## config.mk

```make
export PLATFORM = sky130hd
export DESIGN_NAME = ccc_clock_conditioner
export DESIGN_NICKNAME = d
export VERILOG_FILES = /design/src/hdl/ccc_pkg.sv /design/src/hdl/ccc_clock_conditioner.sv /design/src/hdl/ccc_delay_line.sv
export SDC_FILE = /design/constraint.sdc
export NUM_CORES = 1
export LEC_CHECK = 0
export BUFFER_PORTS_ARGS = -buffer_cell sky130_fd_sc_hd__clkbuf_2
export CAP_MARGIN = 10
export CELL_PAD_IN_SITES_DETAIL_PLACEMENT = 1
export CELL_PAD_IN_SITES_GLOBAL_PLACEMENT = 2
export CORE_MARGIN = 1
export CORE_UTILIZATION = 38
export DETAILED_ROUTE_END_ITERATION = 10
export HOLD_SLACK_MARGIN = 0.15
export PLACE_DENSITY_LB_ADDON = 0.1
export SLEW_MARGIN = 20
export SYNTH_ARGS = -nofsm -noshare
export SYNTH_HDL_FRONTEND = slang
export SYNTH_SLANG_ARGS = --single-unit
```

## constraint.sdc

```tcl
create_clock -name i_sys_clk -period 18.7 [get_ports i_sys_clk]
set_clock_uncertainty 0.15 [all_clocks]
set_input_delay 3.74 -clock i_sys_clk [delete_from_list [all_inputs] [get_ports i_sys_clk]]
set_output_delay 3.74 -clock i_sys_clk [all_outputs]
set_load 0.02 [all_outputs]
```

## src/hdl/ccc_pkg.sv

```systemverilog
// Constants, configuration layout and modes of the clock conditioner.
// Assumes all clock-like inputs are sampled by the single system clock.
package ccc_pkg;
   // -----------------------------------------------------------------
   // Sizes
   // -----------------------------------------------------------------
   localparam int NUM_SLOTS   = 3;
   localparam int NUM_SE      = 3;
   localparam int NUM_DIFF    = 2;
   localparam int NUM_DIV     = 5;
   localparam int NUM_PDLY    = 6;
   localparam int NUM_DLY     = 7;
   localparam int DLY_W       = 5;
   localparam int DLY_DEPTH   = 32;
   localparam int DIV_W       = 5;
   localparam int SRC_W       = 3;
   localparam int MODE_W      = 2;
   localparam int SLOT_W      = 10;
   localparam int CFG_W       = 75;
   localparam int CNT_W       = 7;

   // -----------------------------------------------------------------
   // Field positions in the configuration word
   // -----------------------------------------------------------------
   localparam int F_MODE      = 0;
   localparam int F_SRC       = 2;
   localparam int F_DLY       = 5;
   localparam int F_DIV       = 30;
   localparam int F_YB_EN     = 55;
   localparam int F_YC_EN     = 56;
   localparam int F_YB_DLY    = 57;
   localparam int F_YC_DLY    = 62;
   localparam int F_FB_DLY    = 67;
   localparam int F_PHASE     = 72;

   // -----------------------------------------------------------------
   // Indices of dividers and delays
   // -----------------------------------------------------------------
   localparam int DIV_PRE     = 0;
   localparam int DIV_FB      = 4;
   localparam int DLY_YB      = 3;
   localparam int DLY_YC      = 4;
   localparam int DLY_FB      = 5;
   localparam int DLY_FIX     = 6;
   localparam logic [DLY_W-1:0] FIXED_DLY_TAPS = 5'h11;
   localparam logic [CNT_W-1:0] CFG_BITS       = 7'h4B;

   // -----------------------------------------------------------------
   // Encodings
   // -----------------------------------------------------------------
   typedef enum logic [MODE_W-1:0] {
      SLOT_OFF    = 2'h0,
      SLOT_BUF    = 2'h1,
      SLOT_DLYBUF = 2'h2,
      SLOT_SYNTH  = 2'h3
   } ccc_mode_e;

   localparam logic [SRC_W-1:0] SRC_SE0   = 3'h0;
   localparam logic [SRC_W-1:0] SRC_SE1   = 3'h1;
   localparam logic [SRC_W-1:0] SRC_SE2   = 3'h2;
   localparam logic [SRC_W-1:0] SRC_DIFF0 = 3'h3;
   localparam logic [SRC_W-1:0] SRC_DIFF1 = 3'h4;
   localparam logic [SRC_W-1:0] SRC_CORE  = 3'h5;
endpackage

```

## src/hdl/ccc_clock_conditioner.sv

```systemverilog
// Clock conditioner: three slots of global buffer, delayed buffer or
// synthesizer, two core outputs, and a serial dynamic configuration path.
// Assumes clocks and serial pins are sampled by i_sys_clk.
// Operation
// [RULE1] Three buffers, or one synthesizer, per instance
// [RULE2] Spare global outputs usable as plain buffers
// [RULE3] Buffer allowed in any of three slots
// [RULE4] Synthesizer uses first input, drives first output
// [RULE5] Synthesizer may drive two core outputs
// [RULE6] Used core output blocks its matching global
// [RULE7] Source: three single, two differential, core
// [RULE8] Plain buffers pass clock straight through
// [RULE9] Delayed buffer adds programmable delay, no synthesizer
// [RULE10] Core, three phases, seven delays, five dividers
// [RULE11] Static bits or dynamic shift register configure
// [RULE12] Core logic shifts register in serially
// [RULE13] Dynamic load changes ratios and delays live
// [RULE14] Routed clocks come from logic, not pads
// [RULE15] Own shift clock; applies after complete load
`timescale 1ns/1ps
`default_nettype none
module ccc_clock_conditioner
   import ccc_pkg::*;
(
   input  wire logic                         i_sys_clk,
   input  wire logic                         i_rst,
   input  wire logic [ccc_pkg::NUM_SE-1:0]   i_se_clk,
   input  wire logic [ccc_pkg::NUM_DIFF-1:0] i_diff_p,
   input  wire logic [ccc_pkg::NUM_DIFF-1:0] i_diff_n,
   input  wire logic                         i_core_clk,
   input  wire logic [ccc_pkg::CFG_W-1:0]    i_static_cfg,
   input  wire logic                         i_dyn_sel,
   input  wire logic                         i_cfg_sclk,
   input  wire logic                         i_cfg_sdin,
   input  wire logic                         i_cfg_shift,
   input  wire logic                         i_cfg_update,
   output logic                              o_first_global_output,
   output logic                              o_second_global_output,
   output logic                              o_third_global_output,
   output logic                              o_second_core_output,
   output logic                              o_third_core_output,
   output logic                              o_cfg_sdout,
   output logic                              o_cfg_loaded,
   output logic                              o_cfg_conflict
);
   import ccc_pkg::*;

   function automatic logic [DLY_W-1:0] fld5(input logic [CFG_W-1:0] c,
                                             input int p);
      fld5 = c[p +: DLY_W];
   endfunction

   function automatic logic pick_src(input logic [SRC_W-1:0] s,
                                     input logic [NUM_SE-1:0] se,
                                     input logic [NUM_DIFF-1:0] dp,
                                     input logic [NUM_DIFF-1:0] dn,
                                     input logic core);
      unique case (s)
         SRC_SE0:   pick_src = se[0];
         SRC_SE1:   pick_src = se[1];
         SRC_SE2:   pick_src = se[2];
         SRC_DIFF0: pick_src = dp[0] & ~dn[0];
         SRC_DIFF1: pick_src = dp[1] & ~dn[1];
         SRC_CORE:  pick_src = core;
         default:   pick_src = 1'b0;
      endcase
   endfunction

   // -----------------------------------------------------------------
   // Serial configuration port
   // -----------------------------------------------------------------
   logic [3:0]       s1_reg, s2_reg, s1_next, s2_next;
   logic             sclk_d_reg, sclk_d_next, sclk_rise;
   logic [CFG_W-1:0] sh_reg, sh_next, dyn_reg, dyn_next;
   logic [CFG_W-1:0] stat_reg, stat_next;
   logic [CNT_W-1:0] cnt_reg, cnt_next;
   logic             strap_reg, strap_next;

   assign sclk_rise = s2_reg[0] & ~sclk_d_reg; // see [RULE15]

   always_comb begin
      s1_next     = {i_cfg_update, i_cfg_shift, i_cfg_sdin, i_cfg_sclk};
      s2_next     = s1_reg;
      sclk_d_next = s2_reg[0];
      sh_next     = sh_reg;
      cnt_next    = cnt_reg;
      dyn_next    = dyn_reg;
      stat_next   = stat_reg;
      strap_next  = 1'b1;
      if (!strap_reg) begin
         stat_next = i_static_cfg; // see [RULE11]
         dyn_next  = i_static_cfg;
      end
      if (sclk_rise && s2_reg[2]) begin
         sh_next = {s2_reg[1], sh_reg[CFG_W-1:1]}; // see [RULE12]
         if (cnt_reg != CFG_BITS) begin
            cnt_next = cnt_reg + 7'h01;
         end
      end else if (sclk_rise && s2_reg[3]) begin
         if (cnt_reg == CFG_BITS) begin
            dyn_next = sh_reg; // see [RULE13] [RULE15]
         end
         cnt_next = '0;
      end
   end

   always_ff @(posedge i_sys_clk or posedge i_rst) begin
      if (i_rst) begin
         s1_reg     <= '0;
         s2_reg     <= '0;
         sclk_d_reg <= 1'b0;
         sh_reg     <= '0;
         cnt_reg    <= '0;
         dyn_reg    <= '0;
         stat_reg   <= '0;
         strap_reg  <= 1'b0;
      end else begin
         s1_reg     <= s1_next;
         s2_reg     <= s2_next;
         sclk_d_reg <= sclk_d_next;
         sh_reg     <= sh_next;
         cnt_reg    <= cnt_next;
         dyn_reg    <= dyn_next;
         stat_reg   <= stat_next;
         strap_reg  <= strap_next;
      end
   end

   logic [CFG_W-1:0] cfg;
   assign cfg          = i_dyn_sel ? dyn_reg : stat_reg; // see [RULE11]
   assign o_cfg_sdout  = sh_reg[0];
   assign o_cfg_loaded = (cnt_reg == CFG_BITS);

   // -----------------------------------------------------------------
   // Source selection and delays
   // -----------------------------------------------------------------
   ccc_mode_e        mode [NUM_SLOTS];
   logic             src [NUM_SLOTS];
   logic             dly_in [NUM_DLY];
   logic [DLY_W-1:0] dly_sel [NUM_DLY];
   logic             dly_out [NUM_DLY];
   logic             syn_on, yb_en, yc_en;
   logic [NUM_SLOTS-1:0] syn_clk;
   logic                 fb_src;

   assign syn_on = (mode[0] == SLOT_SYNTH); // see [RULE4]
   assign yb_en  = syn_on & cfg[F_YB_EN];   // see [RULE5]
   assign yc_en  = syn_on & cfg[F_YC_EN];

   always_comb begin
      for (int k = 0; k < NUM_SLOTS; k++) begin
         mode[k] = ccc_mode_e'(cfg[k*SLOT_W+F_MODE +: MODE_W]);
         src[k]  = pick_src(cfg[k*SLOT_W+F_SRC +: SRC_W], i_se_clk,
                            i_diff_p, i_diff_n, i_core_clk); // see [RULE7]
         dly_in[k]  = (mode[k] == SLOT_SYNTH) ? syn_clk[k] : src[k];
         dly_sel[k] = fld5(cfg, k*SLOT_W+F_DLY); // see [RULE9]
      end
      dly_in[DLY_YB]   = syn_clk[1];
      dly_sel[DLY_YB]  = fld5(cfg, F_YB_DLY);
      dly_in[DLY_YC]   = syn_clk[2];
      dly_sel[DLY_YC]  = fld5(cfg, F_YC_DLY);
      dly_in[DLY_FB]   = fb_src;
      dly_sel[DLY_FB]  = fld5(cfg, F_FB_DLY);
      dly_in[DLY_FIX]  = src[0]; // see [RULE4]
      dly_sel[DLY_FIX] = FIXED_DLY_TAPS;
   end

   for (genvar g = 0; g < NUM_DLY; g++) begin : g_dly // see [RULE10]
      ccc_delay_line u_dly (
         .i_sys_clk (i_sys_clk),
         .i_rst     (i_rst),
         .i_clk_in  (dly_in[g]),
         .i_sel     (dly_sel[g]),
         .o_clk_out (dly_out[g])
      );
   end

   // -----------------------------------------------------------------
   // Synthesizer: pre divider, feedback-timed oscillator, output dividers
   // -----------------------------------------------------------------
   logic [DIV_W-1:0]   dcnt_reg [NUM_DIV];
   logic [DIV_W-1:0]   dcnt_next [NUM_DIV];
   logic [NUM_DIV-1:0] dq_reg, dq_next;
   logic               ref_d_reg, ref_d_next, fb_d_reg, fb_d_next;
   logic               ref_rise, fb_rise, vco_rise;

   assign ref_rise     = dly_out[DLY_FIX] & ~ref_d_reg;
   assign fb_src       = dq_reg[DIV_PRE];
   assign fb_rise      = dly_out[DLY_FB] & ~fb_d_reg;
   assign vco_rise     = ~dq_reg[DIV_FB] & (dcnt_reg[DIV_FB] ==
                         fld5(cfg, F_DIV + DIV_FB*DIV_W));

   always_comb begin
      ref_d_next = dly_out[DLY_FIX];
      fb_d_next  = dly_out[DLY_FB];
      for (int d = 0; d < NUM_DIV; d++) begin
         dcnt_next[d] = dcnt_reg[d];
         dq_next[d]   = dq_reg[d];
      end
      if (syn_on) begin
         if (ref_rise) begin
            dcnt_next[DIV_PRE] = dcnt_reg[DIV_PRE] + 5'h01;
            if (dcnt_reg[DIV_PRE] == fld5(cfg, F_DIV)) begin
               dcnt_next[DIV_PRE] = '0;
               dq_next[DIV_PRE]   = ~dq_reg[DIV_PRE];
            end
         end
         if (fb_rise) begin
            dcnt_next[DIV_FB] = '0;
            dq_next[DIV_FB]   = 1'b1;
         end else begin
            dcnt_next[DIV_FB] = dcnt_reg[DIV_FB] + 5'h01;
            if (dcnt_reg[DIV_FB] == fld5(cfg, F_DIV + DIV_FB*DIV_W)) begin
               dcnt_next[DIV_FB] = '0;
               dq_next[DIV_FB]   = ~dq_reg[DIV_FB];
            end
         end
         for (int d = 1; d < DIV_FB; d++) begin
            if (vco_rise) begin
               dcnt_next[d] = dcnt_reg[d] + 5'h01;
               if (dcnt_reg[d] == fld5(cfg, F_DIV + d*DIV_W)) begin
                  dcnt_next[d] = '0;
                  dq_next[d]   = ~dq_reg[d];
               end
            end
         end
      end else begin
         for (int d = 0; d < NUM_DIV; d++) begin
            dcnt_next[d] = '0;
            dq_next[d]   = 1'b0;
         end
      end
      for (int k = 0; k < NUM_SLOTS; k++) begin
         syn_clk[k] = dq_reg[k+1] ^ cfg[F_PHASE+k]; // see [RULE10]
      end
   end

   always_ff @(posedge i_sys_clk or posedge i_rst) begin
      if (i_rst) begin
         for (int d = 0; d < NUM_DIV; d++) begin
            dcnt_reg[d] <= '0;
         end
         dq_reg    <= '0;
         ref_d_reg <= 1'b0;
         fb_d_reg  <= 1'b0;
      end else begin
         dcnt_reg  <= dcnt_next;
         dq_reg    <= dq_next;
         ref_d_reg <= ref_d_next;
         fb_d_reg  <= fb_d_next;
      end
   end

   // -----------------------------------------------------------------
   // Output slots
   // -----------------------------------------------------------------
   logic [NUM_SLOTS-1:0] gl_reg, gl_next, bad;
   logic                 yb_reg, yc_reg, yb_next, yc_next;
   logic                 conf_reg, conf_next;

   always_comb begin
      for (int k = 0; k < NUM_SLOTS; k++) begin
         bad[k] = 1'b0;
         if (mode[k] == SLOT_SYNTH && !syn_on) begin
            bad[k] = 1'b1; // see [RULE1] [RULE4]
         end
      end
      if ((yb_en && mode[1] != SLOT_SYNTH && mode[1] != SLOT_OFF) ||
          (yc_en && mode[2] != SLOT_SYNTH && mode[2] != SLOT_OFF)) begin
         bad[1] = bad[1] | (yb_en & mode[1] != SLOT_SYNTH); // see [RULE6]
         bad[2] = bad[2] | (yc_en & mode[2] != SLOT_SYNTH);
      end
      for (int k = 0; k < NUM_SLOTS; k++) begin
         unique case (mode[k]) // see [RULE2] [RULE3]
            SLOT_OFF:    gl_next[k] = 1'b0;
            SLOT_BUF:    gl_next[k] = src[k]; // see [RULE8] [RULE14]
            SLOT_DLYBUF: gl_next[k] = dly_out[k]; // see [RULE9]
            SLOT_SYNTH:  gl_next[k] = dly_out[k];
         endcase
         if (bad[k]) begin
            gl_next[k] = 1'b0;
         end
      end
      yb_next   = yb_en & dly_out[DLY_YB]; // see [RULE5]
      yc_next   = yc_en & dly_out[DLY_YC];
      conf_next = |bad;
   end

   always_ff @(posedge i_sys_clk or posedge i_rst) begin
      if (i_rst) begin
         gl_reg   <= '0;
         yb_reg   <= 1'b0;
         yc_reg   <= 1'b0;
         conf_reg <= 1'b0;
      end else begin
         gl_reg   <= gl_next;
         yb_reg   <= yb_next;
         yc_reg   <= yc_next;
         conf_reg <= conf_next;
      end
   end

   assign o_first_global_output  = gl_reg[0];
   assign o_second_global_output = gl_reg[1];
   assign o_third_global_output  = gl_reg[2];
   assign o_second_core_output   = yb_reg;
   assign o_third_core_output    = yc_reg;
   assign o_cfg_conflict         = conf_reg;
endmodule
`default_nettype wire

```

## src/hdl/ccc_delay_line.sv

```systemverilog
// Programmable tap delay of one clock signal, in system clock steps.
// Assumes the select is stable while a phase-exact output is needed.
`timescale 1ns/1ps
`default_nettype none
module ccc_delay_line
   import ccc_pkg::*;
(
   input  wire logic                     i_sys_clk,
   input  wire logic                     i_rst,
   input  wire logic                     i_clk_in,
   input  wire logic [ccc_pkg::DLY_W-1:0] i_sel,
   output logic                          o_clk_out
);
   import ccc_pkg::*;

   logic [DLY_DEPTH-1:0] tap_reg;
   logic [DLY_DEPTH-1:0] tap_next;
   logic                 out_reg;
   logic                 out_next;

   // -----------------------------------------------------------------
   // Tap chain
   // -----------------------------------------------------------------
   always_comb begin
      tap_next = {tap_reg[DLY_DEPTH-2:0], i_clk_in};
      out_next = tap_reg[i_sel];
   end

   always_ff @(posedge i_sys_clk or posedge i_rst) begin
      if (i_rst) begin
         tap_reg <= '0;
         out_reg <= 1'b0;
      end else begin
         tap_reg <= tap_next;
         out_reg <= out_next;
      end
   end

   assign o_clk_out = out_reg;
endmodule
`default_nettype wire

```

==> results of run 1 <==
-- per-layer routing --
| layer | wire, µm | GRT usage, % | vias to the layer above | part of all wire (%) |
|---|---|---|---|---|
| li1 | - | - | 6149 | - |
| met5 | 13 | 0 | - | 0.028 |
| met3 | 1500 | 2.74 | 80 | 3.2 |
| met2 | 22100 | 29.4 | 161 | 47 |
| met4 | 1060 | 5.61 | 2 | 2.2 |
| met1 | 22600 | 25.6 | 6664 | 48 |
-- kinds of logic (layout without fill, tap and decap cells) --
group,Yosys count,count (layout),share of synthesized area (%)
compound gates,207,207,6.80
xor+xnor,37,37,1.61
fa+ha+maj,6,6,0.372
buf+inv,101,229,2.11
flops,497,497,61.7
mux,297,297,15.4
other cells,1,2,0.0186
simple gates,565,565,12.0
-- critical path: cells and delay by family --
family	cells	cell delay [ps]
buffers and inverters	2	1230
muxes	2	770
AOI/OAI and AO/OA	1	380
and+or+nand+nor	2	230
-- cells in the mapped netlist, types with 12 or more instances --
| cell type | count |
|---|---|
| mux2_2 | 91 |
| nor2_1 | 102 |
| inv_1 | 18 |
| buf_2 | 24 |
| clkbuf_1 | 48 |
| a222oi_1 | 24 |
| o21ai_0 | 22 |
| xor2_1 | 12 |
| dfrtp_1 | 497 |
| o32ai_1 | 12 |
| nand3_1 | 51 |
| mux2i_1 | 205 |
| a21oi_1 | 87 |
| a311oi_1 | 12 |
| nand2_1 | 333 |
| nand4_1 | 17 |
| xnor2_1 | 25 |
-- cells in the final DEF, fill, tap and decap left out, types with 25 or more instances in the layout --
master / Yosys / final
a21oi_1: 87 / 87
clkbuf_16: 0 / 57
clkbuf_2: 1 / 96
dfrtp_1: 497 / 496
mux2_2: 91 / 91
mux2i_1: 205 / 205
nand2_1: 333 / 331
nand3_1: 51 / 51
nor2_1: 102 / 102
xnor2_1: 25 / 25
-- per-stage QoR --
| stage | instances | worst slack (ps) | total power (µW) |
|---|---|---|---|
| after floorplan | 1711 | 935 | 1470 |
| after global placement | 2424 | 12060 | 1550 |
| after detailed placement | 2424 | 11990 | 1560 |
| after CTS | 2527 | 12570 | 2770 |
| after global routing | 2528 | 12370 | 2850 |
| final | 2528 | 12570 | 2720 |
-- layout make-up --
type / count / area, µm² / area share, %
Inverter: 18 / 75.1 / 0.322
Antenna cell: 1 / 2.50 / 0.0107
Tap cell: 688 / 861 / 3.69
Multi-Input combinational cell: 1113 / 7320 / 31.4
Timing Repair Buffer: 108 / 591 / 2.53
Sequential cell: 497 / 12400 / 53.4
Clock inverter: 19 / 303 / 1.30
Clock buffer: 84 / 1720 / 7.37
-- path summary, 6_finish.rpt --
path,start,end,cells after the start
max reg2reg,cnt_reg[0],dyn_reg[22],7
max,i_dyn_sel,g_dly[5].u_dly.o_clk_out,7
min,g_dly[6].u_dly.tap_reg[12],g_dly[6].u_dly.tap_reg[13],0
max in group asynchronous,i_rst,g_dly[0].u_dly.tap_reg[21],4
min reg2reg,g_dly[6].u_dly.tap_reg[12],g_dly[6].u_dly.tap_reg[13],0
min in group asynchronous,i_rst,sh_reg[59],2
-- power by group through the flow --
stage / clock [µW] / combinational, µW / sequential (µW)
final: 1180 / 261 / 1280
after global routing: 1260 / 293 / 1300
after CTS: 1220 / 267 / 1280
after detailed placement: 0 / 266 / 1300
after global placement: 0 / 259 / 1300
after floorplan: 0 / 199 / 1270
==> impl_metrics.tcl, run 1 <==
set metrics [dict create \
    outcome "completed" \
    rsz0062_at_grt "no" \
    p_switching_uw 671 \
    cp-end-kind "flip-flop" \
    ys_types 50 \
    avgSynthCellArea_um2 11.8 \
    power_frac_seq_pct 47.0 \
    nFillCells 5545 \
    clockBufferDepth 3 \
    design_area_um2 23300 \
    min_path_type "reg -> reg" \
    grt_max_degree 160 \
    h-tree-depth 2 \
    max_stage_delay_ps 630 \
    crit_required_ps 19070 \
    power_leakage_uw 0.0112 \
    ys.flop_type "dfrtp_1" \
    dr.pass1.iters 5 \
    max_cap_viol_count 0 \
    crit_fanout 83 \
    yosys_warnings 0 \
    port_buffers 97 \
    ys_seq_area_share_pct 61.7 \
    io-pin-count 98 \
    root_buffer "clkbuf_16" \
    drt_iter0_markers 788 \
    power.share.combinational_pct 9.6 \
    grt_pass1_vias 14112 \
    p_per_area_nw_per_um2 117 \
    hold_ws_ps 198 \
    hpwl_um 30200 \
    die_w_um 232 \
    synth.net_count 1807 \
    layout_min_cycle_time_ps 6130 \
    reg2reg_slack_ps 15370 \
    synth_edf_count 0 \
    crit_type "in -> reg" \
    cts_hold_buf 0 \
    ant_nets 0 \
    nets 1889 \
    maxSlewViolCount 0 \
    synth_area_um2 20200 \
    overflow 0 \
    antenna_found_initial 3 \
    start_util_pct 38.4 \
    synth.area.top_cells "dfrtp_1 (62%), mux2i_1 (10%), nand2_1 (6.2%)" \
    std_cell_rows 84 \
    finalSetupViolCount 0 \
    crit_slowest_cell "buf_4" \
    netlist.area_leader.share_pct 61.7 \
    largest_reg_flops 210 \
    finalHoldViolations 0 \
    cts_tree "yes" \
    crit_arrival_ps 6500 \
    routedWlPerCell_um 18.7 \
    slew_headroom_pct 31.7 \
    clock_latency_ps 590 \
    post_cts_resized 0 \
    die_h_um 232 \
    gp_congestion 0.783 \
    coreArea_um2 52400 \
    layout-drive-gt1-share_pct 16.5 \
    clock_sinks 497 \
    ir_drop_mv 0.0661 \
    post_cts_buffers 0 \
    grt_pass1_wl_um 78300 \
    fin_tns_setup_ps 0 \
    synth_top_area_cell "dfrtp_1" \
    p_sw_share_pct 24.7 \
    syn2layout_area_growth_pct 15.6 \
    numCtsBuffers 55 \
    p_int_uw 2050 \
    routed_wl_um 47200 \
    ys_ff_latch 497 \
    grt_use_total_pct 18.3 \
    clkTransAtPathRegs_ps 60 \
    postLayoutCoreUtil_pct 44.4 \
    start_kind "primary input" \
    drc 0 \
    postSynthCellCount 1711 \
    finalCritPeriodShare_pct 32.8 \
    post_drt_via_cell_ratio 5.16 \
    crit_chain "buf_6 > buf_4 > mux2_2 > mux2i_1 > a222oi_1 > nand4_1 > nand3_1" \
    p_clk_share_pct 43.4 \
    async_flop_share_pct 100 \
    placed_area_um2 21300 \
    die_area_um2 54000 \
    tightest_slew_ps 1020 \
    max_freq_mhz 163 \
    num_vias 13056 \
]
Power figures use the tool's default switching activity.
==> run 2: changes to the inputs <==
--- a/config.mk
+++ b/config.mk
@@ -5,6 +5,7 @@
 export SDC_FILE = /design/constraint.sdc
 export NUM_CORES = 1
 export LEC_CHECK = 0
+export ABC_AREA = 1
 export BUFFER_PORTS_ARGS = -buffer_cell sky130_fd_sc_hd__clkbuf_2
 export CAP_MARGIN = 10
 export CELL_PAD_IN_SITES_DETAIL_PLACEMENT = 1
==> constraint.sdc (replaced) <==
create_clock -name i_sys_clk -period 6.1 [get_ports i_sys_clk]
set_clock_uncertainty 0.15 [all_clocks]
set_input_delay 1.22 -clock i_sys_clk [delete_from_list [all_inputs] [get_ports i_sys_clk]]
set_output_delay 1.22 -clock i_sys_clk [all_outputs]
set_load 0.02 [all_outputs]
==> run 2 against run 1 <==
Synthesized cell count rose by 49%; die area is 7.0% higher; global-route usage increased by 1.9 points; first-iteration DRC count shrank 1.4%; cell count grew 35%; critical path depth grew 2; flip-flop and latch count stayed put; power increased to 3.0 times the previous value; sequential power grew to 3.0 times the previous value; non-clock buffer count is 4 higher; clock power rose to 2.8 times the previous value; critical path type unchanged; largest cell class unchanged; largest power group unchanged.
==> impl_metrics.tcl, run 2 <==
set metrics [dict create \
    max_cap_viol_count 0 \
    hpwl_um 36600 \
    drt_iter0_markers 777 \
    finalNonFillerCells 3424 \
    root_buffer "clkbuf_16" \
    netlist.area_leader.share_pct 57.6 \
    start_kind "primary input" \
    placed_area_um2 22700 \
    gp_congestion 0.795 \
    synth.area.top_cells "dfrtp_1 (58%), nand2_1 (15%), inv_1 (7.3%)" \
    p_clk_share_pct 40.7 \
    p_sw_share_pct 27.1 \
    io-pin-count 98 \
    nets 2731 \
    rsz0062_at_grt "no" \
    synth-compound-area-share_pct 6.29 \
    ant_nets 0 \
    crit_top_cell "nand2_1" \
    grt_pass1_vias 17525 \
    async_flop_share_pct 100 \
    synth_xor_xnor_area_share_pct 0.853 \
    routedWlPerCell_um 16.3 \
    p_int_uw 5970 \
    min_path_type "reg -> reg" \
    max_stage_delay_ps 690 \
    post_cts_resized 0 \
    max_freq_mhz 290 \
    maxSlewViolCount 0 \
    finalHoldViolations 0 \
    power.share.combinational_pct 11.6 \
    num_vias 16466 \
    power_leakage_uw 0.0132 \
    synth_edf_count 0 \
    layout-drive-gt1-share_pct 9.27 \
    ys_types 36 \
    grt_max_degree 118 \
    grt_use_total_pct 20.3 \
    port_buffers 97 \
    crit_type "in -> reg" \
    ys.flop_type "dfrtp_1" \
    cp-end-kind "flip-flop" \
    numCtsBuffers 57 \
    crit_slowest_cell "inv_1" \
    std_cell_rows 86 \
    avgSynthCellArea_um2 8.46 \
    clkTransAtPathRegs_ps 60 \
    design_area_um2 24500 \
    coreArea_um2 55600 \
    synth_top_area_cell "dfrtp_1" \
    ys_ff_latch 497 \
    die_w_um 240 \
    dp_slack_ps 1950 \
    ir_drop_mv 0.210 \
    clock_latency_ps 610 \
    fin_tns_setup_ps 0 \
    yosys-top-cells-count "nand2_1 (862), dfrtp_1 (497), inv_1 (420)" \
    synth.net_count 2646 \
    dr.pass1.iters 5 \
    post_drt_via_cell_ratio 4.81 \
    clock_sinks 497 \
    power_frac_seq_pct 47.6 \
    post_cts_buffers 0 \
    syn2layout_area_growth_pct 13.6 \
    crit_arrival_ps 3830 \
    reg2reg_slack_ps 2840 \
    synth.area.mux_share_pct 0 \
    final_cell_mix "nand2_1 (861), dfrtp_1 (496), inv_1 (419)" \
    layout_min_cycle_time_ps 3450 \
    postLayoutCoreUtil_pct 44.0 \
    cp_top_family "buffers and inverters" \
    setup_ws_ps 2650 \
    yosys_warnings 0 \
    start_util_pct 38.8 \
    cts_hold_buf 0 \
    h-tree-depth 2 \
    routed_wl_um 55700 \
    ys_seq_area_share_pct 57.6 \
    drc 0 \
    clockBufferDepth 3 \
    synth_area_um2 21600 \
    synth_top_family_by_area "simple AND/OR/NAND/NOR gates" \
    p_per_area_nw_per_um2 334 \
    die_area_um2 57700 \
    overflow 0 \
    critical_path_buf_inv_count 3 \
    die_h_um 240 \
    antenna_found_initial 0 \
    yosysMostFrequentCell "nand2_1" \
    postSynthCellCount 2550 \
    diodes 0 \
    final_common_cell "nand2_1" \
    cts_tree "yes" \
    crit_required_ps 6480 \
    dp_cells 3324 \
    finalSetupViolCount 0 \
    tightest_slew_ps 1000 \
    nFillCells 6606 \
    slew_headroom_pct 33.3 \
    crit_chain "buf_4 > nand2_1 > o21ai_1 > nand2_1 > inv_1 > nand2_2 > inv_2 > nand2_1 > nand2_1" \
    synthAdderAreaFrac_pct 0.348 \
    outcome "completed" \
    grt_pass1_wl_um 93300 \
    p_switching_uw 2210 \
    synth-simple-area-share_pct 25.0 \
    finalCritPeriodShare_pct 56.6 \
    largest_reg_flops 210 \
    crit_fanout 44 \
]
-- run 2: changes by cell type after synthesis, sizes merged, moves of 21 or more --
cell	previous run	this run
xnor2	25	4
nand3	51	306
inv	18	423
mux2	91	0
nand2	334	881
a21oi	87	7
a222oi	24	0
nor2	102	57
mux2i	205	0
o21ai	22	183
o211ai	6	42
-- run 2: layout make-up --
| class | count | area (µm²) | share of cell area (%) |
|---|---|---|---|
| Clock buffer | 91 | 1780 | 7.25 |
| Multi-Input combinational cell | 1542 | 7040 | 28.7 |
| Inverter | 425 | 1600 | 6.55 |
| Timing Repair Buffer | 112 | 654 | 2.67 |
| Sequential cell | 497 | 12400 | 50.8 |
| Clock inverter | 9 | 51.3 | 0.209 |
| Tap cell | 748 | 936 | 3.82 |
-- run 2: worst reg2reg max path, delay by kind of cell, from the launching register on --
family	cells	cell delay (ps)
and+or+nand+nor	3	1270
buffers and inverters	4	1040
DFF	1	360
AOI/OAI and AO/OA	2	340
-- run 2: layer usage --
layer  GRT usage (%)  wire length (µm)  up-vias
met3            2.78              1690       69
li1                -                 -     8045
met5               0                 0        -
met2            32.9             25900      170
met1            28.4             27000     8182
met4            5.40              1120        0
-- run 2: cell families (layout without fill, tap and decap cells) --
family	Yosys count	count (layout)
simple gates	1277	1277
buf+inv	511	637
flops	497	497
compound gates	237	237
xor+xnor	21	21
fa+ha+maj	6	6
other cells	1	1
-- run 2: power by group through the flow --
stage               clock network, µW  logic, µW  registers, µW
detailed placement                  0        968           3960
finish                           3330        951           3900
floorplan                           0        709           3890
CTS                              3440        978           3910
global route                     3560       1110           3950
global placement                    0        945           3940
-- run 2: path summary, 6_finish.rpt --
check | cells after the start | to | startpoint
min | 0 | g_dly[6].u_dly.tap_reg[3] | g_dly[6].u_dly.tap_reg[2]
max in group asynchronous | 4 | g_dly[2].u_dly.tap_reg[15] | i_rst
min in group asynchronous | 2 | sh_reg[62] | i_rst
max | 9 | dcnt_reg[6] | i_dyn_sel
max reg2reg | 9 | dyn_reg[26] | sclk_d_reg
min reg2reg | 0 | g_dly[6].u_dly.tap_reg[3] | g_dly[6].u_dly.tap_reg[2]
-- run 2: through the flow --
step	power (µW)	hold slack, ps
CTS	8330	200
floorplan	4600	181
finish	8180	198
global placement	4890	183
global route	8630	204
detailed placement	4920	186
==> run 3: changes to the inputs <==
--- a/config.mk
+++ b/config.mk
@@ -5,13 +5,13 @@
 export SDC_FILE = /design/constraint.sdc
 export NUM_CORES = 1
 export LEC_CHECK = 0
-export ABC_AREA = 1
+export ABC_AREA = 0
 export BUFFER_PORTS_ARGS = -buffer_cell sky130_fd_sc_hd__clkbuf_2
 export CAP_MARGIN = 10
 export CELL_PAD_IN_SITES_DETAIL_PLACEMENT = 1
 export CELL_PAD_IN_SITES_GLOBAL_PLACEMENT = 2
 export CORE_MARGIN = 1
-export CORE_UTILIZATION = 38
+export CORE_UTILIZATION = 42
 export DETAILED_ROUTE_END_ITERATION = 10
 export HOLD_SLACK_MARGIN = 0.15
 export PLACE_DENSITY_LB_ADDON = 0.1
==> constraint.sdc (replaced) <==
create_clock -name i_sys_clk -period 3.5 [get_ports i_sys_clk]
set_clock_uncertainty 0.15 [all_clocks]
set_input_delay 0.7 -clock i_sys_clk [delete_from_list [all_inputs] [get_ports i_sys_clk]]
set_output_delay 0.7 -clock i_sys_clk [all_outputs]
set_load 0.02 [all_outputs]
==> run 3 against run 2 <==
Cell count decreased by 28%; clock power increased by 71%; sequential share of layout area up 2.7 points; setup slack lost 2200 ps; non-clock buffer count rose by 17; critical path type is now reg -> out; sequential power up 75%; global-route usage up 0.19 points; via count shrank 20%; critical endpoint is now o_cfg_loaded; largest power group unchanged; register-to-register slack worse by 1800 ps.
==> impl_metrics.tcl, run 3 (synthesis results as in run 1) <==
set metrics [dict create \
    outcome "completed" \
    die_area_um2 48900 \
    power_leakage_uw 0.0112 \
    postLayoutCoreUtil_pct 49.6 \
    crit_slowest_cell "nor4_1" \
    post_cts_resized 0 \
    cp-end-kind "output pin" \
    max_freq_mhz 327 \
    drt_iter0_markers 866 \
    overflow 0 \
    crit_arrival_ps 2200 \
    max_cap_viol_count 0 \
    setup_ws_ps 445 \
    grt_pass1_vias 14279 \
    layout-drive-gt1-share_pct 16.8 \
    hpwl_um 31600 \
    ant_nets 0 \
    antenna_found_initial 3 \
    clock_sinks 497 \
    std_cell_rows 79 \
    finalSetupViolCount 0 \
    dp_cells 2359 \
    cts_hold_buf 5 \
    die_w_um 221 \
    p_total_uw 14000 \
    dp_slack_ps 302 \
    slew_headroom_pct 36.0 \
    post_cts_buffers 0 \
    crit_type "reg -> out" \
    num_vias 13170 \
    syn2layout_area_growth_pct 15.4 \
    rsz0062_at_grt "no" \
    crit_chain "ha_1 > nand2_1 > nor4_1 > clkbuf_2" \
    max_stage_delay_ps 610 \
    p_per_area_nw_per_um2 600 \
    dr.pass1.iters 6 \
    cts_tree "yes" \
    grt_max_degree 151 \
    diodes 0 \
    multiInputGateArea_um2 7310 \
    port_buffers 97 \
    clockBufferDepth 3 \
    gp_congestion 0.787 \
    layout_min_cycle_time_ps 3050 \
    clock_latency_ps 600 \
    min_path_type "reg -> reg" \
    crit_fanout 4 \
    routed_wl_um 47900 \
    clkTransAtPathRegs_ps 60 \
    start_kind "flip-flop" \
    io-pin-count 98 \
    finalCritPeriodShare_pct 87.3 \
    ir_drop_mv 0.401 \
    final_cell_mix "dfrtp_1 (496), nand2_1 (331), mux2i_1 (205)" \
    regArea_um2 12400 \
    largest_reg_flops 210 \
    nFillCells 4861 \
    crit_required_ps 2650 \
    drc 0 \
    coreArea_um2 47000 \
    hold_ws_ps 191 \
    nets 1909 \
    numCtsBuffers 54 \
    finalNonFillerCells 2463 \
    grt_use_total_pct 20.5 \
    grt_pass1_wl_um 80300 \
    root_buffer "clkbuf_16" \
    maxSlewViolCount 0 \
    post_drt_via_cell_ratio 5.35 \
    die_h_um 221 \
    routedWlPerCell_um 19.4 \
    h-tree-depth 2 \
    final_common_cell "dfrtp_1" \
    finalHoldViolations 0 \
    tightest_slew_ps 948 \
    start_util_pct 42.9 \
]
## run 3: layout make-up
| cell class | instances | area share, % |
|---|---|---|
| Clock buffer | 84 | 7.11 |
| Sequential cell | 497 | 53.5 |
| Multi-Input combinational cell | 1113 | 31.4 |
| Timing Repair Buffer | 129 | 3.84 |
| Tap cell | 607 | 3.26 |
| Clock inverter | 15 | 0.570 |
| Inverter | 18 | 0.307 |
## run 3: report_power, final
part,switching [µW],total (µW),internal (µW),leakage (µW)
sequential,442,6830,6390,0.00623
clock,2300,5680,3380,0.000894
combinational,809,1440,634,0.00412
total,3550,14000,10400,0.0112
## run 3: per-layer routing
metal	GRT usage (%)	part of all wire (%)	vias up
li1	-	-	6166
met1	28.8	47	6777
met2	32.7	47	148
met3	3.15	2.9	75
met4	6.29	2.2	4
met5	0	0.054	-
## run 3: stage by stage
step	instance area (µm²)	setup TNS, ps
2_1_floorplan	20200	-2033980
3_3_place_gp	21400	0
3_5_place_dp	21400	0
4_1_cts	23300	0
5_1_grt	23300	0
6_report	23300	0
## run 3: critical path: cells and delay by family, from the launching register on
kind          cells  cell delay (ps)
fa+ha+maj         1              230
buf+inv           1              300
flops             1              390
simple gates      2              700
## run 3: path summary, 6_finish.rpt
path                                       startpoint                         end  slack [ps]  depth (start not counted)
setup / recovery                           cnt_reg[0]                o_cfg_loaded         450                          4
min in group asynchronous                       i_rst  g_dly[4].u_dly.tap_reg[12]         510                          3
setup reg to reg                           cnt_reg[0]                 dyn_reg[30]        1030                          7
max in group asynchronous                       i_rst                stat_reg[33]        1720                          5
hold / removal             g_dly[6].u_dly.tap_reg[14]  g_dly[6].u_dly.tap_reg[15]         190                          0
hold reg to reg            g_dly[6].u_dly.tap_reg[14]  g_dly[6].u_dly.tap_reg[15]         190                          0
